`config.mk`:
```
export PLATFORM = sky130hd
export DESIGN_NAME = crb_timer
export DESIGN_NICKNAME = d
export VERILOG_FILES = /design/src/rtl/crb_pkg.sv /design/src/rtl/crb_fall_detect.sv /design/src/rtl/crb_prescaler.sv /design/src/rtl/crb_timer.sv
export SDC_FILE = /design/constraint.sdc
export NUM_CORES = 1
export LEC_CHECK = 0
export BUFFER_PORTS_ARGS = -buffer_cell sky130_fd_sc_hd__buf_2
export CORE_ASPECT_RATIO = 0.75
export CORE_UTILIZATION = 45
export DETAILED_ROUTE_END_ITERATION = 6
export GPL_TIMING_DRIVEN = 1
export PLACE_DENSITY = 0.61
export SLEW_MARGIN = 20
export SYNTH_ARGS = -nofsm -noshare
export SYNTH_HDL_FRONTEND = slang
export SYNTH_SLANG_ARGS = --single-unit
```
`constraint.sdc`:
```
create_clock -name clock_in -period 2.8 [get_ports clock_in]
set_clock_uncertainty 0.15 [all_clocks]
set_input_delay 0.42 -clock clock_in [delete_from_list [all_inputs] [get_ports clock_in]]
set_output_delay 0.42 -clock clock_in [all_outputs]
set_load 0.01 [all_outputs]
```
`src/rtl/crb_pkg.sv`:
```
// Purpose: Shared constants for the capture/reload/baud timer
// Assumes: Eight-bit register space, 100 MHz system clock
// Notes:   Register offsets, field positions, reset values, divider counts
package crb_pkg;

	// Register offsets in register space
	localparam logic [7:0] CRB_ADDR_MODE_CONTROL = 8'hc9;
	localparam logic [7:0] CRB_ADDR_RELOAD_LOW   = 8'he4;
	localparam logic [7:0] CRB_ADDR_RELOAD_HIGH  = 8'he5;
	localparam logic [7:0] CRB_ADDR_COUNT_LOW    = 8'hf4;
	localparam logic [7:0] CRB_ADDR_COUNT_HIGH   = 8'hf5;

	// Mode control field positions
	localparam int CRB_BIT_OVERFLOW_FLAG  = 7;
	localparam int CRB_BIT_EXTERNAL_FLAG  = 6;
	localparam int CRB_BIT_UART_RX_SELECT = 5;
	localparam int CRB_BIT_UART_TX_SELECT = 4;
	localparam int CRB_BIT_EXT_ENABLE     = 3;
	localparam int CRB_BIT_RUN            = 2;
	localparam int CRB_BIT_COUNTER_SELECT = 1;
	localparam int CRB_BIT_CAPTURE_SELECT = 0;

	// Reset values, counter maximum and step
	localparam logic [7:0]  CRB_RESET_BYTE  = 8'h00;
	localparam logic [15:0] CRB_RESET_WORD  = 16'h0000;
	localparam logic [15:0] CRB_COUNT_MAX   = 16'hffff;
	localparam logic [15:0] CRB_COUNT_STEP  = 16'h0001;

	// System clock dividers
	localparam logic [3:0] CRB_DIV12_LAST   = 4'hb;
	localparam logic [3:0] CRB_DIV_ZERO     = 4'h0;
	localparam logic [3:0] CRB_DIV_STEP     = 4'h1;

	// Operating modes
	typedef enum logic [1:0] {
		CRB_MODE_OFF     = 2'b00,
		CRB_MODE_CAPTURE = 2'b01,
		CRB_MODE_RELOAD  = 2'b10,
		CRB_MODE_BAUD    = 2'b11
	} crb_mode_t;

endpackage

```
`src/rtl/crb_fall_detect.sv`:
```
// Purpose: High-to-low transition detector for a synchronous pin
// Assumes: Pin already synchronous to clock_in
// Notes:   Pulse lasts one cycle after the falling edge is seen
`timescale 1ns/100ps
module crb_fall_detect (
	// Clock and reset
	input  wire logic clock_in,
	input  wire logic rst_n_in,
	// Pin and event
	input  wire logic pin_in,
	output logic      fall_out
);
	logic pin_prev;

	// Idle level is high so reset gives no false edge
	always_ff @(posedge clock_in) begin
		if (!rst_n_in) begin
			pin_prev <= 1'b1;
		end else begin
			pin_prev <= pin_in;
		end
	end

	assign fall_out = pin_prev & ~pin_in;
endmodule

```
`src/rtl/crb_prescaler.sv`:
```
// Purpose: System clock ticks divided by twelve and by two
// Assumes: Free running from reset
// Notes:   Ticks are one-cycle pulses
`timescale 1ns/100ps
module crb_prescaler
	import crb_pkg::*;
(
	// Clock and reset
	input  wire logic clock_in,
	input  wire logic rst_n_in,
	// Ticks
	output logic      tick_div12_out,
	output logic      tick_div2_out
);
	logic [3:0] div12_count;
	logic       half_phase;

	// Divide by twelve
	always_ff @(posedge clock_in) begin
		if (!rst_n_in) begin
			div12_count <= CRB_DIV_ZERO;
		end else if (div12_count == CRB_DIV12_LAST) begin
			div12_count <= CRB_DIV_ZERO;
		end else begin
			div12_count <= div12_count + CRB_DIV_STEP;
		end
	end

	// Divide by two
	always_ff @(posedge clock_in) begin
		if (!rst_n_in) begin
			half_phase <= 1'b0;
		end else begin
			half_phase <= ~half_phase;
		end
	end

	assign tick_div12_out = (div12_count == CRB_DIV12_LAST);
	assign tick_div2_out  = half_phase;
endmodule

```
`src/rtl/crb_timer.sv`:
```
// Purpose: 16-bit capture / auto-reload / baud-rate timer
// Assumes: Register space port with one-cycle strobes; pins synchronous
// Notes:   Read data is registered and valid the cycle after sfr_rd_in
//
// What this block does
// - Counter-select clear, capture or reload mode: count system clock, undivided or divided by 12.
// - Counter-select set: count each falling edge of the count pin.
// - Run clear means off; UART selects mean baud; else capture or reload.
// - Capture mode with external enable: trigger fall copies count to reload pair.
// - Trigger-caused capture or reload sets the external edge flag.
// - Capture and reload modes: rollover from ffff sets overflow flag.
// - External enable clear: trigger pin transitions are ignored.
// - Reload mode: overflow loads reload pair into the counter.
// - Reload mode with external enable: trigger fall forces reload, sets flag.
// - Either UART select set: auto-reload regardless of capture select.
// - Baud mode: overflow reloads, no overflow flag, feeds UART shift clock.
// - Baud mode, counter-select clear: count at half the system clock.
// - Baud mode, counter-select set: count count-pin falling edges.
// - Baud mode with external enable: trigger fall sets external edge flag.
// - Baud ticks serve the second serial port only in its modes 1 or 3.
// - Receive and transmit selects pick this or the other timer's overflows.
// - Flags never cleared by hardware; a set flag requests the interrupt while timer_irq_enable_in is high.
// - Writing run to 1 starts counting; writing 0 stops it.
`timescale 1ns/100ps
module crb_timer
	import crb_pkg::*;
(
	// Clock and reset
	input  wire logic       clock_in,
	input  wire logic       rst_n_in,
	// Register space
	input  wire logic [7:0] sfr_addr_in,
	input  wire logic       sfr_wr_in,
	input  wire logic       sfr_rd_in,
	input  wire logic [7:0] sfr_wdata_in,
	output logic      [7:0] sfr_rdata_out,
	// Clock control and interrupt enable from the core
	input  wire logic       clock_divide_select_in,
	input  wire logic       timer_irq_enable_in,
	output logic            timer_irq_request_out,
	// External pins
	input  wire logic       count_input_pin_in,
	input  wire logic       capture_trigger_pin_in,
	// Second serial port clocking
	input  wire logic       uart_mode_13_in,
	input  wire logic       other_timer_overflow_in,
	output logic            uart_rx_shift_tick_out,
	output logic            uart_tx_shift_tick_out
);
	// Control and flag bits
	logic        overflow_flag;
	logic        external_edge_flag;
	logic        uart_rx_clock_select;
	logic        uart_tx_clock_select;
	logic        external_trigger_enable;
	logic        run_bit;
	logic        counter_select;
	logic        capture_reload_select;

	// Data registers
	logic [15:0] count;
	logic [15:0] reload;

	// Decoded events
	crb_mode_t   mode;
	logic        tick_div12;
	logic        tick_div2;
	logic        count_fall;
	logic        trigger_fall;
	logic        system_clock_tick;
	logic        count_tick;
	logic        rollover;
	logic        trigger_event;
	logic        trigger_capture;
	logic        trigger_reload;
	logic        reload_now;
	logic        baud_overflow;
	logic        set_overflow;
	logic        set_external;

	// Register strobes
	logic        wr_control;
	logic        wr_reload_low;
	logic        wr_reload_high;
	logic        wr_count_low;
	logic        wr_count_high;
	logic [7:0]  control_view;
	logic [7:0]  next_rdata;
	logic [15:0] next_count;
	logic [15:0] next_reload;

	// Tick sources
	crb_prescaler u_prescaler (
		.clock_in       (clock_in),
		.rst_n_in       (rst_n_in),
		.tick_div12_out (tick_div12),
		.tick_div2_out  (tick_div2)
	);

	crb_fall_detect u_count_fall (
		.clock_in (clock_in),
		.rst_n_in (rst_n_in),
		.pin_in   (count_input_pin_in),
		.fall_out (count_fall)
	);

	crb_fall_detect u_trigger_fall (
		.clock_in (clock_in),
		.rst_n_in (rst_n_in),
		.pin_in   (capture_trigger_pin_in),
		.fall_out (trigger_fall)
	);

	// Mode decode
	always_comb begin
		if (!run_bit) begin
			mode = CRB_MODE_OFF;
		end else if (uart_rx_clock_select || uart_tx_clock_select) begin
			mode = CRB_MODE_BAUD;
		end else if (capture_reload_select) begin
			mode = CRB_MODE_CAPTURE;
		end else begin
			mode = CRB_MODE_RELOAD;
		end
	end

	// System clock timebase
	always_comb begin
		case (mode)
			CRB_MODE_BAUD: begin
				system_clock_tick = tick_div2;
			end
			CRB_MODE_CAPTURE,
			CRB_MODE_RELOAD: begin
				system_clock_tick = clock_divide_select_in ? 1'b1 : tick_div12;
			end
			default: begin
				system_clock_tick = 1'b0;
			end
		endcase
	end

	// Count tick and events
	assign count_tick      = (mode != CRB_MODE_OFF)
		&& (counter_select ? count_fall : system_clock_tick);
	assign rollover        = count_tick && (count == CRB_COUNT_MAX);
	assign trigger_event   = (mode != CRB_MODE_OFF) && external_trigger_enable
		&& trigger_fall;
	assign set_external    = trigger_event;

	// Mode-dependent overflow and trigger actions
	always_comb begin
		trigger_capture = 1'b0;
		trigger_reload  = 1'b0;
		reload_now      = 1'b0;
		baud_overflow   = 1'b0;
		set_overflow    = 1'b0;
		case (mode)
			CRB_MODE_CAPTURE: begin
				trigger_capture = trigger_event;
				set_overflow    = rollover;
			end
			CRB_MODE_RELOAD: begin
				trigger_reload  = trigger_event;
				reload_now      = rollover || trigger_event;
				set_overflow    = rollover;
			end
			CRB_MODE_BAUD: begin
				reload_now      = rollover;
				baud_overflow   = rollover;
			end
			default: begin
				reload_now      = 1'b0;
			end
		endcase
	end

	// Register strobes
	assign wr_control     = sfr_wr_in && (sfr_addr_in == CRB_ADDR_MODE_CONTROL);
	assign wr_reload_low  = sfr_wr_in && (sfr_addr_in == CRB_ADDR_RELOAD_LOW);
	assign wr_reload_high = sfr_wr_in && (sfr_addr_in == CRB_ADDR_RELOAD_HIGH);
	assign wr_count_low   = sfr_wr_in && (sfr_addr_in == CRB_ADDR_COUNT_LOW);
	assign wr_count_high  = sfr_wr_in && (sfr_addr_in == CRB_ADDR_COUNT_HIGH);

	// Overflow flag, set wins over software clear
	always_ff @(posedge clock_in) begin
		if (!rst_n_in) begin
			overflow_flag <= 1'b0;
		end else if (set_overflow) begin
			overflow_flag <= 1'b1;
		end else if (wr_control) begin
			overflow_flag <= sfr_wdata_in[CRB_BIT_OVERFLOW_FLAG];
		end
	end

	// External edge flag, set wins over software clear
	always_ff @(posedge clock_in) begin
		if (!rst_n_in) begin
			external_edge_flag <= 1'b0;
		end else if (set_external) begin
			external_edge_flag <= 1'b1;
		end else if (wr_control) begin
			external_edge_flag <= sfr_wdata_in[CRB_BIT_EXTERNAL_FLAG];
		end
	end

	// Control bits
	always_ff @(posedge clock_in) begin
		if (!rst_n_in) begin
			uart_rx_clock_select    <= 1'b0;
			uart_tx_clock_select    <= 1'b0;
			external_trigger_enable <= 1'b0;
			run_bit                 <= 1'b0;
			counter_select          <= 1'b0;
			capture_reload_select   <= 1'b0;
		end else if (wr_control) begin
			uart_rx_clock_select    <= sfr_wdata_in[CRB_BIT_UART_RX_SELECT];
			uart_tx_clock_select    <= sfr_wdata_in[CRB_BIT_UART_TX_SELECT];
			external_trigger_enable <= sfr_wdata_in[CRB_BIT_EXT_ENABLE];
			run_bit                 <= sfr_wdata_in[CRB_BIT_RUN];
			counter_select          <= sfr_wdata_in[CRB_BIT_COUNTER_SELECT];
			capture_reload_select   <= sfr_wdata_in[CRB_BIT_CAPTURE_SELECT];
		end
	end

	// Next counter value; software byte write replaces that byte
	always_comb begin
		next_count = count;
		if (reload_now) begin
			next_count = reload;
		end else if (count_tick) begin
			next_count = count + CRB_COUNT_STEP;
		end
		if (wr_count_low) begin
			next_count[7:0] = sfr_wdata_in;
		end
		if (wr_count_high) begin
			next_count[15:8] = sfr_wdata_in;
		end
	end

	always_ff @(posedge clock_in) begin
		if (!rst_n_in) begin
			count <= CRB_RESET_WORD;
		end else begin
			count <= next_count;
		end
	end

	// Next reload/capture value
	always_comb begin
		next_reload = reload;
		if (trigger_capture) begin
			next_reload = count;
		end
		if (wr_reload_low) begin
			next_reload[7:0] = sfr_wdata_in;
		end
		if (wr_reload_high) begin
			next_reload[15:8] = sfr_wdata_in;
		end
	end

	always_ff @(posedge clock_in) begin
		if (!rst_n_in) begin
			reload <= CRB_RESET_WORD;
		end else begin
			reload <= next_reload;
		end
	end

	// Read mux
	assign control_view = {
		overflow_flag,
		external_edge_flag,
		uart_rx_clock_select,
		uart_tx_clock_select,
		external_trigger_enable,
		run_bit,
		counter_select,
		capture_reload_select
	};

	always_comb begin
		case (sfr_addr_in)
			CRB_ADDR_MODE_CONTROL: begin
				next_rdata = control_view;
			end
			CRB_ADDR_RELOAD_LOW: begin
				next_rdata = reload[7:0];
			end
			CRB_ADDR_RELOAD_HIGH: begin
				next_rdata = reload[15:8];
			end
			CRB_ADDR_COUNT_LOW: begin
				next_rdata = count[7:0];
			end
			CRB_ADDR_COUNT_HIGH: begin
				next_rdata = count[15:8];
			end
			default: begin
				next_rdata = CRB_RESET_BYTE;
			end
		endcase
	end

	always_ff @(posedge clock_in) begin
		if (!rst_n_in) begin
			sfr_rdata_out <= CRB_RESET_BYTE;
		end else if (sfr_rd_in) begin
			sfr_rdata_out <= next_rdata;
		end
	end

	// Interrupt request from either flag
	always_ff @(posedge clock_in) begin
		if (!rst_n_in) begin
			timer_irq_request_out <= 1'b0;
		end else begin
			timer_irq_request_out <= timer_irq_enable_in
				&& (overflow_flag || external_edge_flag);
		end
	end

	// Receive shift clock to the second serial port
	always_ff @(posedge clock_in) begin
		if (!rst_n_in) begin
			uart_rx_shift_tick_out <= 1'b0;
		end else begin
			uart_rx_shift_tick_out <= uart_mode_13_in && (uart_rx_clock_select
				? baud_overflow : other_timer_overflow_in);
		end
	end

	// Transmit shift clock to the second serial port
	always_ff @(posedge clock_in) begin
		if (!rst_n_in) begin
			uart_tx_shift_tick_out <= 1'b0;
		end else begin
			uart_tx_shift_tick_out <= uart_mode_13_in && (uart_tx_clock_select
				? baud_overflow : other_timer_overflow_in);
		end
	end
endmodule

```
# Word level (Yosys, flattened, before mapping)
# Cells that the tools add are included.
[word_totals]
reg_bits = 58
in_bits = 26
out_inout_bits = 11
elab_cells = 86
[classes]
addsub = 2
n_eq_ne = 10
mux = 24
bitwise_logic = 6
n_reduce_logical = 24
[op_table]
columns = ["operator", "count"]
rows = [
  ["16-bit two-way mux", 3],
  ["8-bit equality test, second input constant", 5],
  ["8-bit case mux with 5 select lines", 1],
  ["8-bit two-way mux", 4],
  ["16-bit by 1-bit adder with 16-bit output, second input constant", 1],
  ["16-bit equality test, second input constant", 1],
  ["1-bit logical AND", 12],
  ["1-bit two-way mux", 11],
  ["2-bit nonzero test", 5],
  ["2-bit two-way mux", 3],
  ["3-bit nonzero test", 2],
  ["4-bit by 1-bit adder with 4-bit output, second input constant", 1],
  ["2-bit equality test, second input constant", 2],
  ["4-bit equality test, second input constant", 1],
  ["1-bit inverter", 4],
  ["1-bit case mux with 2 select lines", 2],
  ["2-bit OR reduction", 2],
  ["1-bit logical OR", 3],
  ["1-bit bitwise AND", 2],
  ["2-bit by 1-bit equality test with 1-bit output, second input constant", 1],
]

# Depth between registers and ports, before layout
[depth]
word_depth = 13
mapped_depth = 12
ltp_nobuf = 11

# Hierarchy
# A second synthesis with hierarchy kept.
[hier_totals]
hier_cells = 388
area_unflattened_um2 = 3325.7
[modules_own_cells]
columns = ["module", "instances", "cells_per_inst", "area_each_um2", "seq_area_each_um2"]
rows = [
  ["crb_timer", 1, 362, 3061.7, 1021.0],
  ["crb_prescaler", 1, 20, 198.9, 100.1],
  ["crb_fall_detect", 2, 3, 32.5, 20.0],
]

# Worst setup path before layout
# OpenSTA, ideal clock, no wires.
[synth_timing]
kind = "reg2reg"
start = "register uart_tx_clock_select"
end = "register count[7]"
setup_ns = 0.122
arrival_time_ns = 2.134
required_time_ns = 2.528
slack_ns = 0.393
path_stages_with_launch = 12
path_buffers = 2
period_less_slack_ns = 2.407
cell_sequence = "dfxtp_1 o31a_1 inv_1 ha_1 nor4bb_1 clkbuf_1 nand2_1 a21boi_1 clkbuf_1 nand3_1 nand2_1 o2bb2ai_1"
[synth_via]
elab_chain_cells = 13
word_cells_on_any_way = 19
cone_classes = "3 x eq/ne; 7 x mux; 9 x reduce/logical"
[synth_rtl]
columns = ["item", "line_no", "source"]
rows = [
  ["start, declared", "crb_timer.sv:54", "logic uart_tx_clock_select;"],
  ["start signal, assigned", "crb_timer.sv:218", "uart_tx_clock_select <= sfr_wdata_in[CRB_BIT_UART_TX_SELECT];"],
  ["1-bit logical OR *", "crb_timer.sv:118", "end else if (uart_rx_clock_select || uart_tx_clock_select) begin"],
  ["2-bit two-way mux *", "crb_timer.sv:118", ""],
  ["2-bit two-way mux *", "crb_timer.sv:116", "if (!run_bit) begin"],
  ["2-bit equality test or 2-bit by 1-bit equality test with 1-bit output (tied branches)", "crb_timer.sv:129, crb_timer.sv:158", ""],
  ["2-bit OR reduction (no source line)", "-", ""],
  ["1-bit case mux with 2 select lines", "crb_timer.sv:129", "case (mode)"],
  ["1-bit two-way mux", "crb_timer.sv:145", "&& (counter_select ? count_fall : system_clock_tick);"],
  ["1-bit logical AND", "crb_timer.sv:145", ""],
  ["1-bit logical AND", "crb_timer.sv:146", "assign rollover = count_tick && (count == CRB_COUNT_MAX);"],
  ["1-bit logical OR", "crb_timer.sv:165", "reload_now = rollover || trigger_event;"],
  ["1-bit case mux with 2 select lines", "crb_timer.sv:158", "case (mode)"],
  ["16-bit two-way mux", "crb_timer.sv:229", "if (reload_now) begin"],
  ["8-bit two-way mux", "crb_timer.sv:234", "if (wr_count_low) begin"],
  ["end signal, assigned", "crb_timer.sv:246", "count <= next_count;"],
  ["end, declared", "crb_timer.sv:61", "logic [15:0] count;"],
]
# Mark *: on every way between the ends. The rest lies on a longest branch, timed or not.
# A chain may end at the register's enable or synchronous reset.

# Final worst setup path
# Same ends and word-level chain as after synthesis.

==> out/metrics.yaml <==
placed_design:
  numPortBuffers: 36
  dp_hpwl_mm: 7.00
  place_congestion: 0.894
  placed_area_mm2: 0.00374
die:
  fp.dieW_um: 103
  pin_count: 37
  start_util: 0.467
  dieHeight_um: 77.7
  coreArea_mm2: 0.00736
  die_area_mm2: 0.00800
  fp-row-count: 27
timing:
  grt_setup_unrepaired: "false"
  tightest_slew_ps: 564
  final.period_utilization: 0.894
  fin_tns_setup_ps: 0
  slew-limit-headroom: 0.623
  fmax_ghz: 0.400
  setup_viol: 0
  maxSlewViolCount: 0
  hold_viol: 0
  period_needed_ps: 2500
final_layout:
  layout_commonest_cell: "nand2_1"
  nets: 477
  fin_area_mm2: 0.00396
  antenna_cells: 0
  synthToLayoutAreaGrowth_pct: 14.9
  final_util: 0.537
  layout_common_cells: "nand2_1, nand3_1, dfxtp_1, buf_2, mux2i_1"
  drive_above_1_share: 0.164
detailed_routing:
  drcViolationCount: 0
  vias: 3240
  drtAntennaViolNets: 0
  vias_per_cell: 5.88
  drt-pass1-iter-count: 4
  drt-initial-drc-count: 199
  wl_per_cell_um: 17.4
  routed_wl_mm: 9.59
cts:
  post_cts_buffers: 0
  clockBufferDepth: 2
  postCtsHoldBufs: 0
  clock-sinks: 58
  ctsResizeCount: 0
  clock_latency_ps: 340
  htree_levels: 3
  cts_made_buffers: 9
  cts_tree: "built"
  root_buffer: "clkbuf_8"
  clkTransAtPathRegs_ps: 70
job:
  cap_violations: 0
grt:
  antenna_found_initial: 0
  grt_max_degree: 23
  grt_overflow: 0
  grt_pass1_vias: 3021
  grt_usage: 0.259
  grt_pass1_wl_mm: 15.7
power_and_ir_drop:
  p_leak_nw: 1.79
  cellPowerDensity_mw_per_mm2: 443
  peakVddDrop_mv: 0.272
critical_path:
  critPathKind: "reg -> reg"
  required_ps: 2920
  r2r-start: "uart_tx_clock_select"
  crit_fanout: 6
  end_kind: "register"
  cp-startpoint: "uart_tx_clock_select"
  crit_arrival_ps: 2620
  startpoint_type: "register"
synthesis:
  synth_cell_types: 47
  synth-seq-area-share: 0.337
  syn_nets: 447
  synth_fa_ha_area_frac: 0.0218
  yosys.area_share.simple: 0.269
  syn_area_per_cell_um2: 8.29
  syn_inst: 415
  ys.flop_type: "dfxtp_1"
  synth_xor_area_frac: 0.0382
  synth_area_mm2: 0.00344
  synth_top_family_by_area: "simple AND/OR/NAND/NOR gates"
  ys_seq_elements: 58
  synth-edff-count: 0
  synth_warnings: 0
  synth_async_sr_flop_share: 0
  synth-compound-area-share: 0.208
  synth_mux_area_frac: 0.0818
status:
  status: "finished clean"
worst_hold_path:
  min-delay-path-class: "in -> reg"
  hold_path.startpoint: "count_input_pin_in"
==> worst paths after layout <==
check / slack (ps) / depth (start not counted) / end
worst min register to register: 270 / 1 / u_prescaler.tick_div2_out
worst min-delay path: 120 / 2 / u_count_fall.pin_prev
worst max register to register: 300 / 7 / count[7]
worst max-delay path: 300 / 7 / count[7]
==> routing by layer <==
layer,track usage,vias to the layer above,routed length [um]
li1,-,1576,-
met1,0.387,1544,4760
met2,0.364,104,4020
met3,0.0622,16,641
met4,0.0704,0,160
met5,0,-,0
==> stage by stage <==
step | power, mW | hold slack, ps | instances | worst slack, ps
after detailed placement | 0.970 | 274 | 535 | 288
after global routing | 1.83 | 124 | 551 | 101
after CTS | 1.76 | 122 | 551 | 269
after global placement | 0.969 | 261 | 535 | 274
after floorplan | 0.919 | 242 | 415 | 393
final | 1.75 | 123 | 551 | 297
==> cell type report <==
type,count,area [um2]
Clock buffer,12,155
Clock inverter,4,50.0
Fill cell,724,3410
Inverter,4,15.0
Multi-Input combinational cell,322,2150
Sequential cell,58,1160
Tap cell,101,126
Timing Repair Buffer,50,298
==> logic make-up after synthesis <==
| logic type | count (synthesis) |
|---|---|
| simple gates | 185 |
| compound gates | 88 |
| flops | 58 |
| fa+ha+maj | 6 |
| buf+inv | 35 |
| xor+xnor | 15 |
| mux | 28 |
==> registers in the layout, summed over array words and instances, names as in the netlist, 4 cells and up <==
name / cells
count: 16
reload: 16
sfr_rdata_out: 8
u_prescaler.div12_count: 4
==> cells in the mapped netlist (all sizes together) (2+ instances only) <==
cell type / instances / area [um2]
and4b: 2 / 20.0
clkbuf: 27 / 101
a22oi: 9 / 67.6
inv: 4 / 15.0
nor2: 22 / 82.6
o31ai: 2 / 15.0
o211ai: 12 / 95.1
ha: 6 / 75.1
nand2: 66 / 248
nand3: 60 / 305
a21oi: 12 / 63.8
xnor2: 10 / 87.6
xor2: 5 / 43.8
o21ai: 2 / 10.0
nand4b: 2 / 23.8
dfxtp: 58 / 1160
nand4: 8 / 65.1
a21boi: 8 / 60.1
nor3: 2 / 10.0
o211a: 25 / 250
mux2i: 27 / 270
nor2b: 4 / 25.0
and3: 4 / 25.0
buf: 4 / 33.8
o2bb2ai: 15 / 131
nand2b: 7 / 43.8
==> critical path: stages (launching register included) <==
cell       delay [ps]
dfxtp_1           360
o31a_1            350
ha_1              340
o211ai_2          290
nand2_1           150
nand2_1           260
nand3_1           300
o2bb2ai_1         230
==> report_power, final <==
group	internal (mW)	switching (mW)	total (mW)
combinational	0.0419	0.0650	0.107
sequential	0.839	0.00735	0.846
clock	0.458	0.340	0.798
total	1.34	0.412	1.75
(Power assumes the default switching activity.)
